[config.mk]
export PLATFORM = sky130hd
export DESIGN_NAME = lcs_scan_sequencer
export DESIGN_NICKNAME = d
export VERILOG_FILES = /design/src/core/lcs_pkg.sv /design/src/core/lcs_scan_sequencer.sv
export SDC_FILE = /design/constraint.sdc
export NUM_CORES = 1
export LEC_CHECK = 0
export BUFFER_PORTS_ARGS = -buffer_cell sky130_fd_sc_hd__buf_2
export CORE_UTILIZATION = 32
export CTS_BUF_LIST = sky130_fd_sc_hd__clkbuf_2
export CTS_CLUSTER_SIZE = 16
export DETAILED_ROUTE_END_ITERATION = 10
export PLACE_DENSITY = 0.46
export SETUP_SLACK_MARGIN = 0.4
export SYNTH_ARGS = -nofsm -noshare
export SYNTH_HDL_FRONTEND = slang
export SYNTH_SLANG_ARGS = --single-unit
[constraint.sdc]
create_clock -name clk -period 5.69 [get_ports clk]
set_input_delay 0.569 -clock clk [delete_from_list [all_inputs] [get_ports clk]]
set_output_delay 0.569 -clock clk [all_outputs]
set_load 0.02 [all_outputs]
[src/core/lcs_pkg.sv]
// Shared constants and types for the LC sensor scan sequencer.
package lcs_pkg;

  // ----------------------------------------------------------------------
  // Widths
  // ----------------------------------------------------------------------
  localparam int NUM_STATES = 32;
  localparam int NUM_CHAN = 2;
  localparam int DAC_W = 12;
  localparam int ADDR_W = 8;
  localparam int DATA_W = 16;
  localparam int NUM_EVT = 3;

  // ----------------------------------------------------------------------
  // Register word addresses
  // ----------------------------------------------------------------------
  localparam logic [7:0] ADDR_STATE_BASE = 8'h00;
  localparam logic [7:0] ADDR_CTRL = 8'h20;
  localparam logic [7:0] ADDR_TRIGGER = 8'h21;
  localparam logic [7:0] ADDR_PERIOD = 8'h22;
  localparam logic [7:0] ADDR_LOWER0 = 8'h23;
  localparam logic [7:0] ADDR_UPPER0 = 8'h24;
  localparam logic [7:0] ADDR_LOWER1 = 8'h25;
  localparam logic [7:0] ADDR_UPPER1 = 8'h26;
  localparam logic [7:0] ADDR_STATUS = 8'h27;
  localparam logic [7:0] ADDR_IRQ_EN = 8'h28;
  localparam logic [7:0] ADDR_IRQ_CLR = 8'h29;
  localparam logic [7:0] ADDR_RUN_INFO = 8'h2A;

  // ----------------------------------------------------------------------
  // Field positions
  // ----------------------------------------------------------------------
  localparam int CTRL_ENABLE = 0;
  localparam int CTRL_AUTO = 1;
  localparam int CTRL_INVERT = 2;
  localparam int TRIG_START = 0;
  localparam int EVT_STOP = 0;
  localparam int EVT_CH0 = 1;
  localparam int EVT_CH1 = 2;

  // ----------------------------------------------------------------------
  // Reset values
  // ----------------------------------------------------------------------
  localparam logic [15:0] CTRL_RST = 16'h0000;
  localparam logic [15:0] PERIOD_RST = 16'h0040;
  localparam logic [11:0] DAC_RST = 12'h000;
  localparam logic [2:0] EVT_RST = 3'h0;
  localparam logic [4:0] CNT_RST = 5'h00;
  localparam logic [4:0] IDX_RST = 5'h00;
  localparam logic [15:0] STOP_WORD = 16'h0200;

  localparam logic [15:0] STATE_RST [0:NUM_STATES-1] = '{
    16'h0400, 16'h202C, 16'h0404, 16'h0024, 16'h0024, 16'h0024, 16'h0024, 16'h0024,
    16'h0024, 16'hF134, 16'h5974, 16'h0400, 16'h0400, 16'h20AD, 16'h0485, 16'h00A5,
    16'h00A5, 16'h00A5, 16'h00A5, 16'h00A5, 16'h00A5, 16'hF1B5, 16'h59F5, 16'h0200,
    16'h0200, 16'h0200, 16'h0200, 16'h0200, 16'h0200, 16'h0200, 16'h0200, 16'h0200
  };

  // ----------------------------------------------------------------------
  // Types
  // ----------------------------------------------------------------------
  typedef struct packed {
    logic [4:0] duration;
    logic aux_clk_sel;
    logic stop;
    logic dac_on;
    logic reserved;
    logic latch_en;
    logic hf_clk_sel;
    logic comparator_on;
    logic excite;
    logic undamped;
    logic [1:0] chan;
  } lcs_state_word_t;

  typedef struct packed {
    logic excite;
    logic damp_short;
    logic comparator_on;
    logic dac_on;
    logic [1:0] chan;
    logic [11:0] dac_level;
  } lcs_analog_t;

  typedef enum logic [2:0] {
    SEQ_IDLE = 3'b001,
    SEQ_RUN = 3'b010,
    SEQ_WAIT = 3'b100
  } lcs_seq_t;

endpackage

[src/core/lcs_scan_sequencer.sv]
// Timing sequencer that scans two LC sensors, with register port and interrupt.
//
// What this block does
// Top five bits of each state word give that state's duration count.
// On expiry step to the next state word until a stop state ends scan.
// Scan end raises stop flag; auto-repeat waits one sampling period, restarts.
// Without auto-repeat, a scan starts only on a software trigger.
// The first state aligns to an auxiliary clock rising edge.
// Second state excites channel 0 for five sense-oscillator cycles, analog off.
// After excitation one auxiliary period with analog off lets the sensor ring.
// Consecutive one-cycle fast-clock states add up to a tunable extra delay.
// Settling state powers comparator and DAC for its programmed duration.
// Latch state captures comparator result of current channel into storage.
// Two damping states short the sensor for two auxiliary periods, analog off.
// A second state group repeats the channel 0 steps up to the latch for channel 1, with no damping states.
// A state holding only the stop bit completes the scan cycle.
// Optional inversion of the comparator output detects troughs instead of peaks.
// Two threshold registers per channel give upper and lower references.
// Software raises the repeat rate during recalibration, not this block.
// Result low selects the upper threshold; result high selects the lower.
// Between scans the sequencer idles with all analog controls off.
//
// Decided for this implementation: strobed register access and the address map.
module lcs_scan_sequencer (
  input wire logic clk,
  input wire logic rst_n,
  input wire logic [7:0] reg_addr,
  input wire logic [15:0] reg_wdata,
  input wire logic reg_wr,
  input wire logic reg_rd,
  output logic [15:0] reg_rdata,
  input wire logic aux_clk_in,
  input wire logic sense_osc_clock,
  input wire logic fast_sense_clock,
  input wire logic comparator_in,
  output lcs_pkg::lcs_analog_t analog_out,
  output logic latch_strobe,
  output logic scan_stop,
  output logic [1:0] chan_result,
  output logic irq
);

  // ----------------------------------------------------------------------
  // Input synchronisers
  // ----------------------------------------------------------------------
  localparam int NSYNC = 4;

  logic [NSYNC-1:0] sync_in;
  logic [NSYNC-1:0] sync_q1_r;
  logic [NSYNC-1:0] sync_q2_r;
  logic [NSYNC-1:0] sync_q3_r;
  logic [NSYNC-1:0] filt_r;
  logic [NSYNC-1:0] filt_prev_r;
  logic [NSYNC-1:0] rise;

  assign sync_in = {comparator_in, fast_sense_clock, sense_osc_clock, aux_clk_in};

  // Edges are ignored until the pipeline holds real pin levels.
  // Otherwise the reset value of the filter would pose as a rising edge.
  localparam int NPRIME = 6;

  logic [NPRIME-1:0] prime_r;

  always_ff @(posedge clk) begin
    if (!rst_n) begin
      prime_r <= '0;
    end else begin
      prime_r <= {prime_r[NPRIME-2:0], 1'b1};
    end
  end

  // A level only counts once the second and third stages agree.
  genvar gi;
  generate
    for (gi = 0; gi < NSYNC; gi++) begin : g_sync
      always_ff @(posedge clk) begin
        if (!rst_n) begin
          sync_q1_r[gi] <= 1'b0;
          sync_q2_r[gi] <= 1'b0;
          sync_q3_r[gi] <= 1'b0;
          filt_r[gi] <= 1'b0;
          filt_prev_r[gi] <= 1'b0;
        end else begin
          sync_q1_r[gi] <= sync_in[gi];
          sync_q2_r[gi] <= sync_q1_r[gi];
          sync_q3_r[gi] <= sync_q2_r[gi];
          if (sync_q2_r[gi] == sync_q3_r[gi]) begin
            filt_r[gi] <= sync_q3_r[gi];
          end
          filt_prev_r[gi] <= filt_r[gi];
        end
      end
      assign rise[gi] = prime_r[NPRIME-1] & filt_r[gi] & ~filt_prev_r[gi];
    end
  endgenerate

  logic aux_rise;
  logic osc_rise;
  logic fast_rise;
  logic comp_level;

  assign aux_rise = rise[0];
  assign osc_rise = rise[1];
  assign fast_rise = rise[2];
  assign comp_level = filt_r[3];

  // ----------------------------------------------------------------------
  // Register storage
  // ----------------------------------------------------------------------
  logic [15:0] state_mem_r [0:lcs_pkg::NUM_STATES-1];
  logic [15:0] ctrl_r;
  logic [15:0] period_r;
  logic [11:0] lower_r [0:lcs_pkg::NUM_CHAN-1];
  logic [11:0] upper_r [0:lcs_pkg::NUM_CHAN-1];
  logic [2:0] evt_status_r;
  logic [2:0] irq_en_r;

  logic wr_state;
  logic trigger;
  logic [2:0] evt_clr;
  logic [2:0] evt_set;

  // Word addresses 0x00 to 0x1F all map onto the state word table.
  function automatic logic is_state_addr(input logic [7:0] a);
    is_state_addr = (a[7:5] == lcs_pkg::ADDR_STATE_BASE[7:5]);
  endfunction

  assign wr_state = reg_wr && is_state_addr(reg_addr);
  assign trigger = reg_wr && (reg_addr == lcs_pkg::ADDR_TRIGGER) && reg_wdata[lcs_pkg::TRIG_START];
  assign evt_clr = (reg_wr && (reg_addr == lcs_pkg::ADDR_IRQ_CLR)) ? reg_wdata[2:0] : 3'h0;

  always_ff @(posedge clk) begin
    if (!rst_n) begin
      for (int i = 0; i < lcs_pkg::NUM_STATES; i++) begin
        state_mem_r[i] <= lcs_pkg::STATE_RST[i];
      end
    end else if (wr_state) begin
      state_mem_r[reg_addr[4:0]] <= reg_wdata;
    end
  end

  always_ff @(posedge clk) begin
    if (!rst_n) begin
      ctrl_r <= lcs_pkg::CTRL_RST;
      period_r <= lcs_pkg::PERIOD_RST;
      irq_en_r <= lcs_pkg::EVT_RST;
    end else if (reg_wr) begin
      case (reg_addr)
        lcs_pkg::ADDR_CTRL: begin
          ctrl_r <= reg_wdata;
        end
        lcs_pkg::ADDR_PERIOD: begin
          period_r <= reg_wdata;
        end
        lcs_pkg::ADDR_IRQ_EN: begin
          irq_en_r <= reg_wdata[2:0];
        end
        default: begin
        end
      endcase
    end
  end

  // Two references per channel form the analog hysteresis window.
  always_ff @(posedge clk) begin
    if (!rst_n) begin
      for (int c = 0; c < lcs_pkg::NUM_CHAN; c++) begin
        lower_r[c] <= lcs_pkg::DAC_RST;
        upper_r[c] <= lcs_pkg::DAC_RST;
      end
    end else if (reg_wr) begin
      case (reg_addr)
        lcs_pkg::ADDR_LOWER0: lower_r[0] <= reg_wdata[11:0];
        lcs_pkg::ADDR_UPPER0: upper_r[0] <= reg_wdata[11:0];
        lcs_pkg::ADDR_LOWER1: lower_r[1] <= reg_wdata[11:0];
        lcs_pkg::ADDR_UPPER1: upper_r[1] <= reg_wdata[11:0];
        default: begin
        end
      endcase
    end
  end

  // ----------------------------------------------------------------------
  // Sequencer
  // ----------------------------------------------------------------------
  lcs_pkg::lcs_seq_t seq_r;
  logic [4:0] idx_r;
  logic [4:0] cnt_r;
  logic [15:0] wait_cnt_r;
  logic [1:0] result_r;
  lcs_pkg::lcs_state_word_t cur;
  logic tick;
  logic expire;
  logic at_stop;
  logic scan_end;
  logic restart;
  logic comp_sample;

  assign cur = lcs_pkg::lcs_state_word_t'(state_mem_r[idx_r]);

  // Aux states count aux edges, so state 0 ends on an aux rising edge.
  // Excite and latch states count the sense oscillator, other hf_clk_sel states the fast clock.
  always_comb begin
    if (cur.aux_clk_sel) begin
      tick = aux_rise;
    end else if (cur.hf_clk_sel) begin
      tick = (cur.excite || cur.latch_en) ? osc_rise : fast_rise;
    end else begin
      tick = 1'b1;
    end
  end

  assign expire = (seq_r == lcs_pkg::SEQ_RUN) && tick && (cnt_r == cur.duration);
  assign at_stop = (seq_r == lcs_pkg::SEQ_RUN) && cur.stop;
  assign scan_end = at_stop || (expire && (idx_r == 5'h1F));
  assign restart = ctrl_r[lcs_pkg::CTRL_ENABLE] && (ctrl_r[lcs_pkg::CTRL_AUTO] || trigger);
  assign comp_sample = comp_level ^ ctrl_r[lcs_pkg::CTRL_INVERT];

  always_ff @(posedge clk) begin
    if (!rst_n) begin
      seq_r <= lcs_pkg::SEQ_IDLE;
    end else begin
      case (seq_r)
        lcs_pkg::SEQ_IDLE: begin
          if (restart) begin
            seq_r <= lcs_pkg::SEQ_RUN;
          end
        end
        lcs_pkg::SEQ_RUN: begin
          if (scan_end) begin
            seq_r <= ctrl_r[lcs_pkg::CTRL_AUTO] ? lcs_pkg::SEQ_WAIT : lcs_pkg::SEQ_IDLE;
          end
        end
        lcs_pkg::SEQ_WAIT: begin
          if (!ctrl_r[lcs_pkg::CTRL_ENABLE] || !ctrl_r[lcs_pkg::CTRL_AUTO]) begin
            seq_r <= lcs_pkg::SEQ_IDLE;
          end else if (aux_rise && (wait_cnt_r >= period_r)) begin
            seq_r <= lcs_pkg::SEQ_RUN;
          end
        end
        default: begin
          seq_r <= lcs_pkg::SEQ_IDLE;
        end
      endcase
    end
  end

  // State index and duration counter; every scan begins at the first word.
  always_ff @(posedge clk) begin
    if (!rst_n) begin
      idx_r <= lcs_pkg::IDX_RST;
      cnt_r <= lcs_pkg::CNT_RST;
    end else if (seq_r != lcs_pkg::SEQ_RUN || scan_end) begin
      idx_r <= lcs_pkg::IDX_RST;
      cnt_r <= lcs_pkg::CNT_RST;
    end else if (expire) begin
      idx_r <= idx_r + 5'h01;
      cnt_r <= lcs_pkg::CNT_RST;
    end else if (tick) begin
      cnt_r <= cnt_r + 5'h01;
    end
  end

  // Sampling period timer, counted in auxiliary clock edges.
  always_ff @(posedge clk) begin
    if (!rst_n) begin
      wait_cnt_r <= 16'h0000;
    end else if (seq_r != lcs_pkg::SEQ_WAIT) begin
      wait_cnt_r <= 16'h0000;
    end else if (aux_rise) begin
      wait_cnt_r <= wait_cnt_r + 16'h0001;
    end
  end

  // Comparator result is captured at the last tick of a latch state.
  logic latch_now;
  assign latch_now = expire && cur.latch_en;

  always_ff @(posedge clk) begin
    if (!rst_n) begin
      result_r <= 2'h0;
    end else if (latch_now) begin
      result_r[cur.chan[0]] <= comp_sample;
    end
  end

  // ----------------------------------------------------------------------
  // Analog controls
  // ----------------------------------------------------------------------
  // Low result selects the upper reference, high result the lower one.
  function automatic logic [11:0] pick_ref(input logic res, input logic [11:0] lo, input logic [11:0] up);
    pick_ref = res ? lo : up;
  endfunction

  logic running;
  assign running = (seq_r == lcs_pkg::SEQ_RUN) && !cur.stop;

  always_ff @(posedge clk) begin
    if (!rst_n) begin
      analog_out <= '0;
      latch_strobe <= 1'b0;
    end else if (!running) begin
      analog_out <= '0;
      latch_strobe <= 1'b0;
    end else begin
      analog_out.excite <= cur.excite;
      analog_out.damp_short <= !cur.undamped;
      analog_out.comparator_on <= cur.comparator_on;
      analog_out.dac_on <= cur.dac_on;
      analog_out.chan <= cur.chan;
      analog_out.dac_level <= pick_ref(result_r[cur.chan[0]], lower_r[cur.chan[0]], upper_r[cur.chan[0]]);
      latch_strobe <= latch_now;
    end
  end

  // ----------------------------------------------------------------------
  // Events and interrupt
  // ----------------------------------------------------------------------
  logic [1:0] new_result;
  always_comb begin
    new_result = result_r;
    if (latch_now) begin
      new_result[cur.chan[0]] = comp_sample;
    end
  end

  assign evt_set = {new_result[1] != result_r[1], new_result[0] != result_r[0], scan_end};

  // A set in the same cycle as its clear wins.
  always_ff @(posedge clk) begin
    if (!rst_n) begin
      evt_status_r <= lcs_pkg::EVT_RST;
    end else begin
      evt_status_r <= (evt_status_r & ~evt_clr) | evt_set;
    end
  end

  always_ff @(posedge clk) begin
    if (!rst_n) begin
      scan_stop <= 1'b0;
    end else begin
      scan_stop <= scan_end;
    end
  end

  // The interrupt follows the status value written at this same edge.
  always_ff @(posedge clk) begin
    if (!rst_n) begin
      irq <= 1'b0;
    end else begin
      irq <= |(((evt_status_r & ~evt_clr) | evt_set) & irq_en_r);
    end
  end

  assign chan_result = result_r;

  // ----------------------------------------------------------------------
  // Read port
  // ----------------------------------------------------------------------
  always_ff @(posedge clk) begin
    if (!rst_n) begin
      reg_rdata <= 16'h0000;
    end else if (!reg_rd) begin
      reg_rdata <= 16'h0000;
    end else if (is_state_addr(reg_addr)) begin
      reg_rdata <= state_mem_r[reg_addr[4:0]];
    end else begin
      case (reg_addr)
        lcs_pkg::ADDR_CTRL: reg_rdata <= ctrl_r;
        lcs_pkg::ADDR_PERIOD: reg_rdata <= period_r;
        lcs_pkg::ADDR_LOWER0: reg_rdata <= {4'h0, lower_r[0]};
        lcs_pkg::ADDR_UPPER0: reg_rdata <= {4'h0, upper_r[0]};
        lcs_pkg::ADDR_LOWER1: reg_rdata <= {4'h0, lower_r[1]};
        lcs_pkg::ADDR_UPPER1: reg_rdata <= {4'h0, upper_r[1]};
        lcs_pkg::ADDR_STATUS: reg_rdata <= {13'h0000, evt_status_r};
        lcs_pkg::ADDR_IRQ_EN: reg_rdata <= {13'h0000, irq_en_r};
        lcs_pkg::ADDR_RUN_INFO: reg_rdata <= {6'h00, seq_r, result_r, idx_r};
        default: reg_rdata <= 16'h0000;
      endcase
    end
  end

endmodule

==> impl_metrics.env <==
export IMPL_outcome="completed"
export IMPL_clkLatencyLatePin_ps=1520
export IMPL_place_worst_setup_slack_ps=1480
export IMPL_power_clock_fraction_pct=36.0
export IMPL_rsz0062_at_grt="no"
export IMPL_r2r_slack_ps=1470
export IMPL_cts_root_buf="clkbuf_2"
export IMPL_n_fill_cell=10500
export IMPL_cts_setup_buffers=0
export IMPL_p_switching_mw=2.92
export IMPL_max_clock_freq_ghz=0.237
export IMPL_synth_most_common_cell="edfxtp_1"
export IMPL_fp_dieW_um=334
export IMPL_synth_edf_count=560
export IMPL_cts_tree="done"
export IMPL_setup_ws_ps=1470
export IMPL_drive_gt1_share_pct=28.7
export IMPL_p_seq_share_pct=55.2
export IMPL_ys_ff_latch=696
export IMPL_p_leak_nw=13.1
export IMPL_p_int_mw=7.63
export IMPL_synthArstFlopShare_pct=0
export IMPL_die_area_mm2=0.112
export IMPL_grt_util_all_layers_pct=23.2
export IMPL_instances_no_fill=4246
export IMPL_fin_area_mm2=0.0396
export IMPL_vias_per_cell=5.61
export IMPL_ys_warn_count=0
export IMPL_syn_area_mm2=0.0353
export IMPL_avgSynthCellArea_um2=13.9
export IMPL_grt_pass1_wl_um=182000
export IMPL_fin_crit_sh_pct=74.2
export IMPL_antenna_found_initial=15
export IMPL_endpoint_kind="flip-flop"
export IMPL_crit_fanout=25
export IMPL_ys_seq_area_share_pct=55.4
export IMPL_routed_wl_um=129000
export IMPL_worstMarginPinSlew_ps=1380
export IMPL_cts_buffers=187
export IMPL_drv_cap=0
export IMPL_worstPathRequired_ps=7020
export IMPL_period_minus_slack_ps=4220
export IMPL_initial_core_util_pct=32.3
export IMPL_yosysTopAreaCell="edfxtp_1"
export IMPL_slew_headroom_pct=7.54
export IMPL_fin_skew_ps=90.5
export IMPL_synth_top_area_share_pct=47.7
export IMPL_setup_viol=0
export IMPL_grt_ovfl_total=0
export IMPL_coreArea_mm2=0.109
export IMPL_post_dp_hpwl_um=83400
export IMPL_startpoint_type="flip-flop"
export IMPL_ys_types=62
export IMPL_swShare_pct=27.7
export IMPL_path_clk_slew_ps=110
export IMPL_drc=0
export IMPL_final_util_pct=36.3
export IMPL_cts_buffer_depth=3
export IMPL_powerDensity_mw_per_mm2=267
export IMPL_vias=23800
export IMPL_htree_levels=4
export IMPL_fin_nets=2749
export IMPL_die_height_um=334
export IMPL_fin_setup_tns_ps=0
export IMPL_synth_nets=2588
export IMPL_synth_common_cells="edfxtp_1 (560), and2_1 (460), mux4_2 (282), clkbuf_1 (179), nand2_1 (137)"
export IMPL_rows=121
export IMPL_firstDrtPassIters=6
export IMPL_hold_path_class="primary input to flip-flop"
export IMPL_drtIter0Drc=2602
export IMPL_arrival_ps=5550
export IMPL_gp_congestion=0.878
export IMPL_ant_nets=0
export IMPL_synth_main_ff_cell="edfxtp_1"
export IMPL_reg2reg_depth=9
export IMPL_synth_cells=2536
export IMPL_cts_sinks=696
export IMPL_hold_violations=0
export IMPL_port_buffers=70
export IMPL_synthToLayoutAreaGrowth_pct=12.2
export IMPL_comb_power_share_pct=8.7
export IMPL_grt_pass1_vias=24200
export IMPL_dp_cells=3878
export IMPL_ir_drop_v=0.000159
export IMPL_placedInstanceArea_mm2=0.0374
export IMPL_ctsResizeCount=0
export IMPL_drv_slew=0
export IMPL_worstSetupPathType="flip-flop to flip-flop"
export IMPL_grt_max_degree=89
export IMPL_ios=71
export IMPL_synthTopCellsByArea="edfxtp_1 (48%), mux4_2 (18%), and2_1 (8.2%), dfxtp_1 (7.7%), clkbuf_1 (1.9%)"
export IMPL_wl_per_cell_um=30.4
## worst min-delay path by stage
stage	start	slack [ps]	cells past startpoint	end
detailed placement	prime_r[0]	420	1	prime_r[1]
finish	reg_addr[3]	240	5	state_mem_r[13][3]
global route	reg_addr[3]	100	4	reg_rdata[1]
CTS	reg_addr[3]	0.8	4	reg_rdata[1]
floorplan	prime_r[0]	410	1	prime_r[1]
global placement	prime_r[1]	420	1	prime_r[2]
## cells in the final DEF (no fill, tap or decap), drive strengths merged, types with 11 or more instances in the layout
cell type and count:
ha 20, a21boi 42, mux2i 67, a31oi 11, dfxtp 136, o21ai 57
nand3 22, clkinv 44, nor3 15, inv 21, a211oi 28, nor2b 26
nand4 19, a21oi 15, nor3b 12, nand2 137, edfxtp 560, or3 104
mux4 282, mux2 21, clkbuf 267, nor2 94, nand2b 17, xor2 14
a22oi 42, buf 163, and2 460, dlygate4sd3 44
## registers in the layout, indices dropped and copies added, names as in the netlist, 5 cells and up, named ones only
register / cells
wait_cnt_r: 16
prime_r: 6
upper_r: 24
lower_r: 24
period_r: 16
analog_out: 18
ctrl_r: 16
reg_rdata: 16
idx_r: 5
state_mem_r: 512
cnt_r: 5
## power by group through the flow
stage,clock network [mW],registers (mW),logic [mW]
floorplan,0,5.88,0.523
CTS,3.93,5.83,0.924
finish,3.80,5.83,0.921
global placement,0,5.94,0.897
global route,4.15,5.85,0.955
detailed placement,0,5.94,0.901
## worst max-delay path, cell delays in order, from the launching register on
cell	delay (ps)
dfxtp_4	760
buf_4	450
mux4_2	550
a22oi_1	320
nand4_1	150
xnor2_1	170
nand4_1	430
nor4b_4	830
mux2i_1	350
nor2_1	70
## per-layer routing
metal | vias to the layer above | global-route usage (%) | part of all wire (%)
met4 | 2 | 10.1 | 4.1
met5 | - | 0 | 0.010
met3 | 232 | 5.26 | 7.5
met2 | 1075 | 37.1 | 47
li1 | 10000 | - | -
met1 | 12500 | 30.1 | 41
## what timing repair did
| action | CTS | global route |
|---|---|---|
| hold endpoints to repair | 702 | 0 |
| endpoints found under the setup margin | 0 | 0 |
| hold buffers | 44 | 0 |
## logic make-up after synthesis
group / count (synthesis) / synth area share, %
adders and majority gates: 20 / 0.710
muxes: 370 / 20.6
and+or+nand+nor: 932 / 15.0
DFF: 696 / 55.4
buffers and inverters: 253 / 2.96
AOI/OAI and AO/OA: 241 / 4.78
xor gates and xnor gates: 24 / 0.596
## cell type report
type,count,area (um^2),share of cell area (%)
Antenna cell,2,5.00,0.0126
Clock buffer,267,1340,3.38
Clock inverter,55,405,1.02
Inverter,18,67.6,0.171
Multi-Input combinational cell,1587,14900,37.6
Sequential cell,696,19600,49.4
Tap cell,1414,1770,4.47
Timing Repair Buffer,207,1570,3.97
## through the flow
step	power [mW]	hold WS, ps
2_1_floorplan	6.40	412
3_3_place_gp	6.83	415
3_5_place_dp	6.84	417
4_1_cts	10.7	0.842
5_1_grt	11.0	101
6_report	10.6	243
Power figures use the tool's default switching activity.
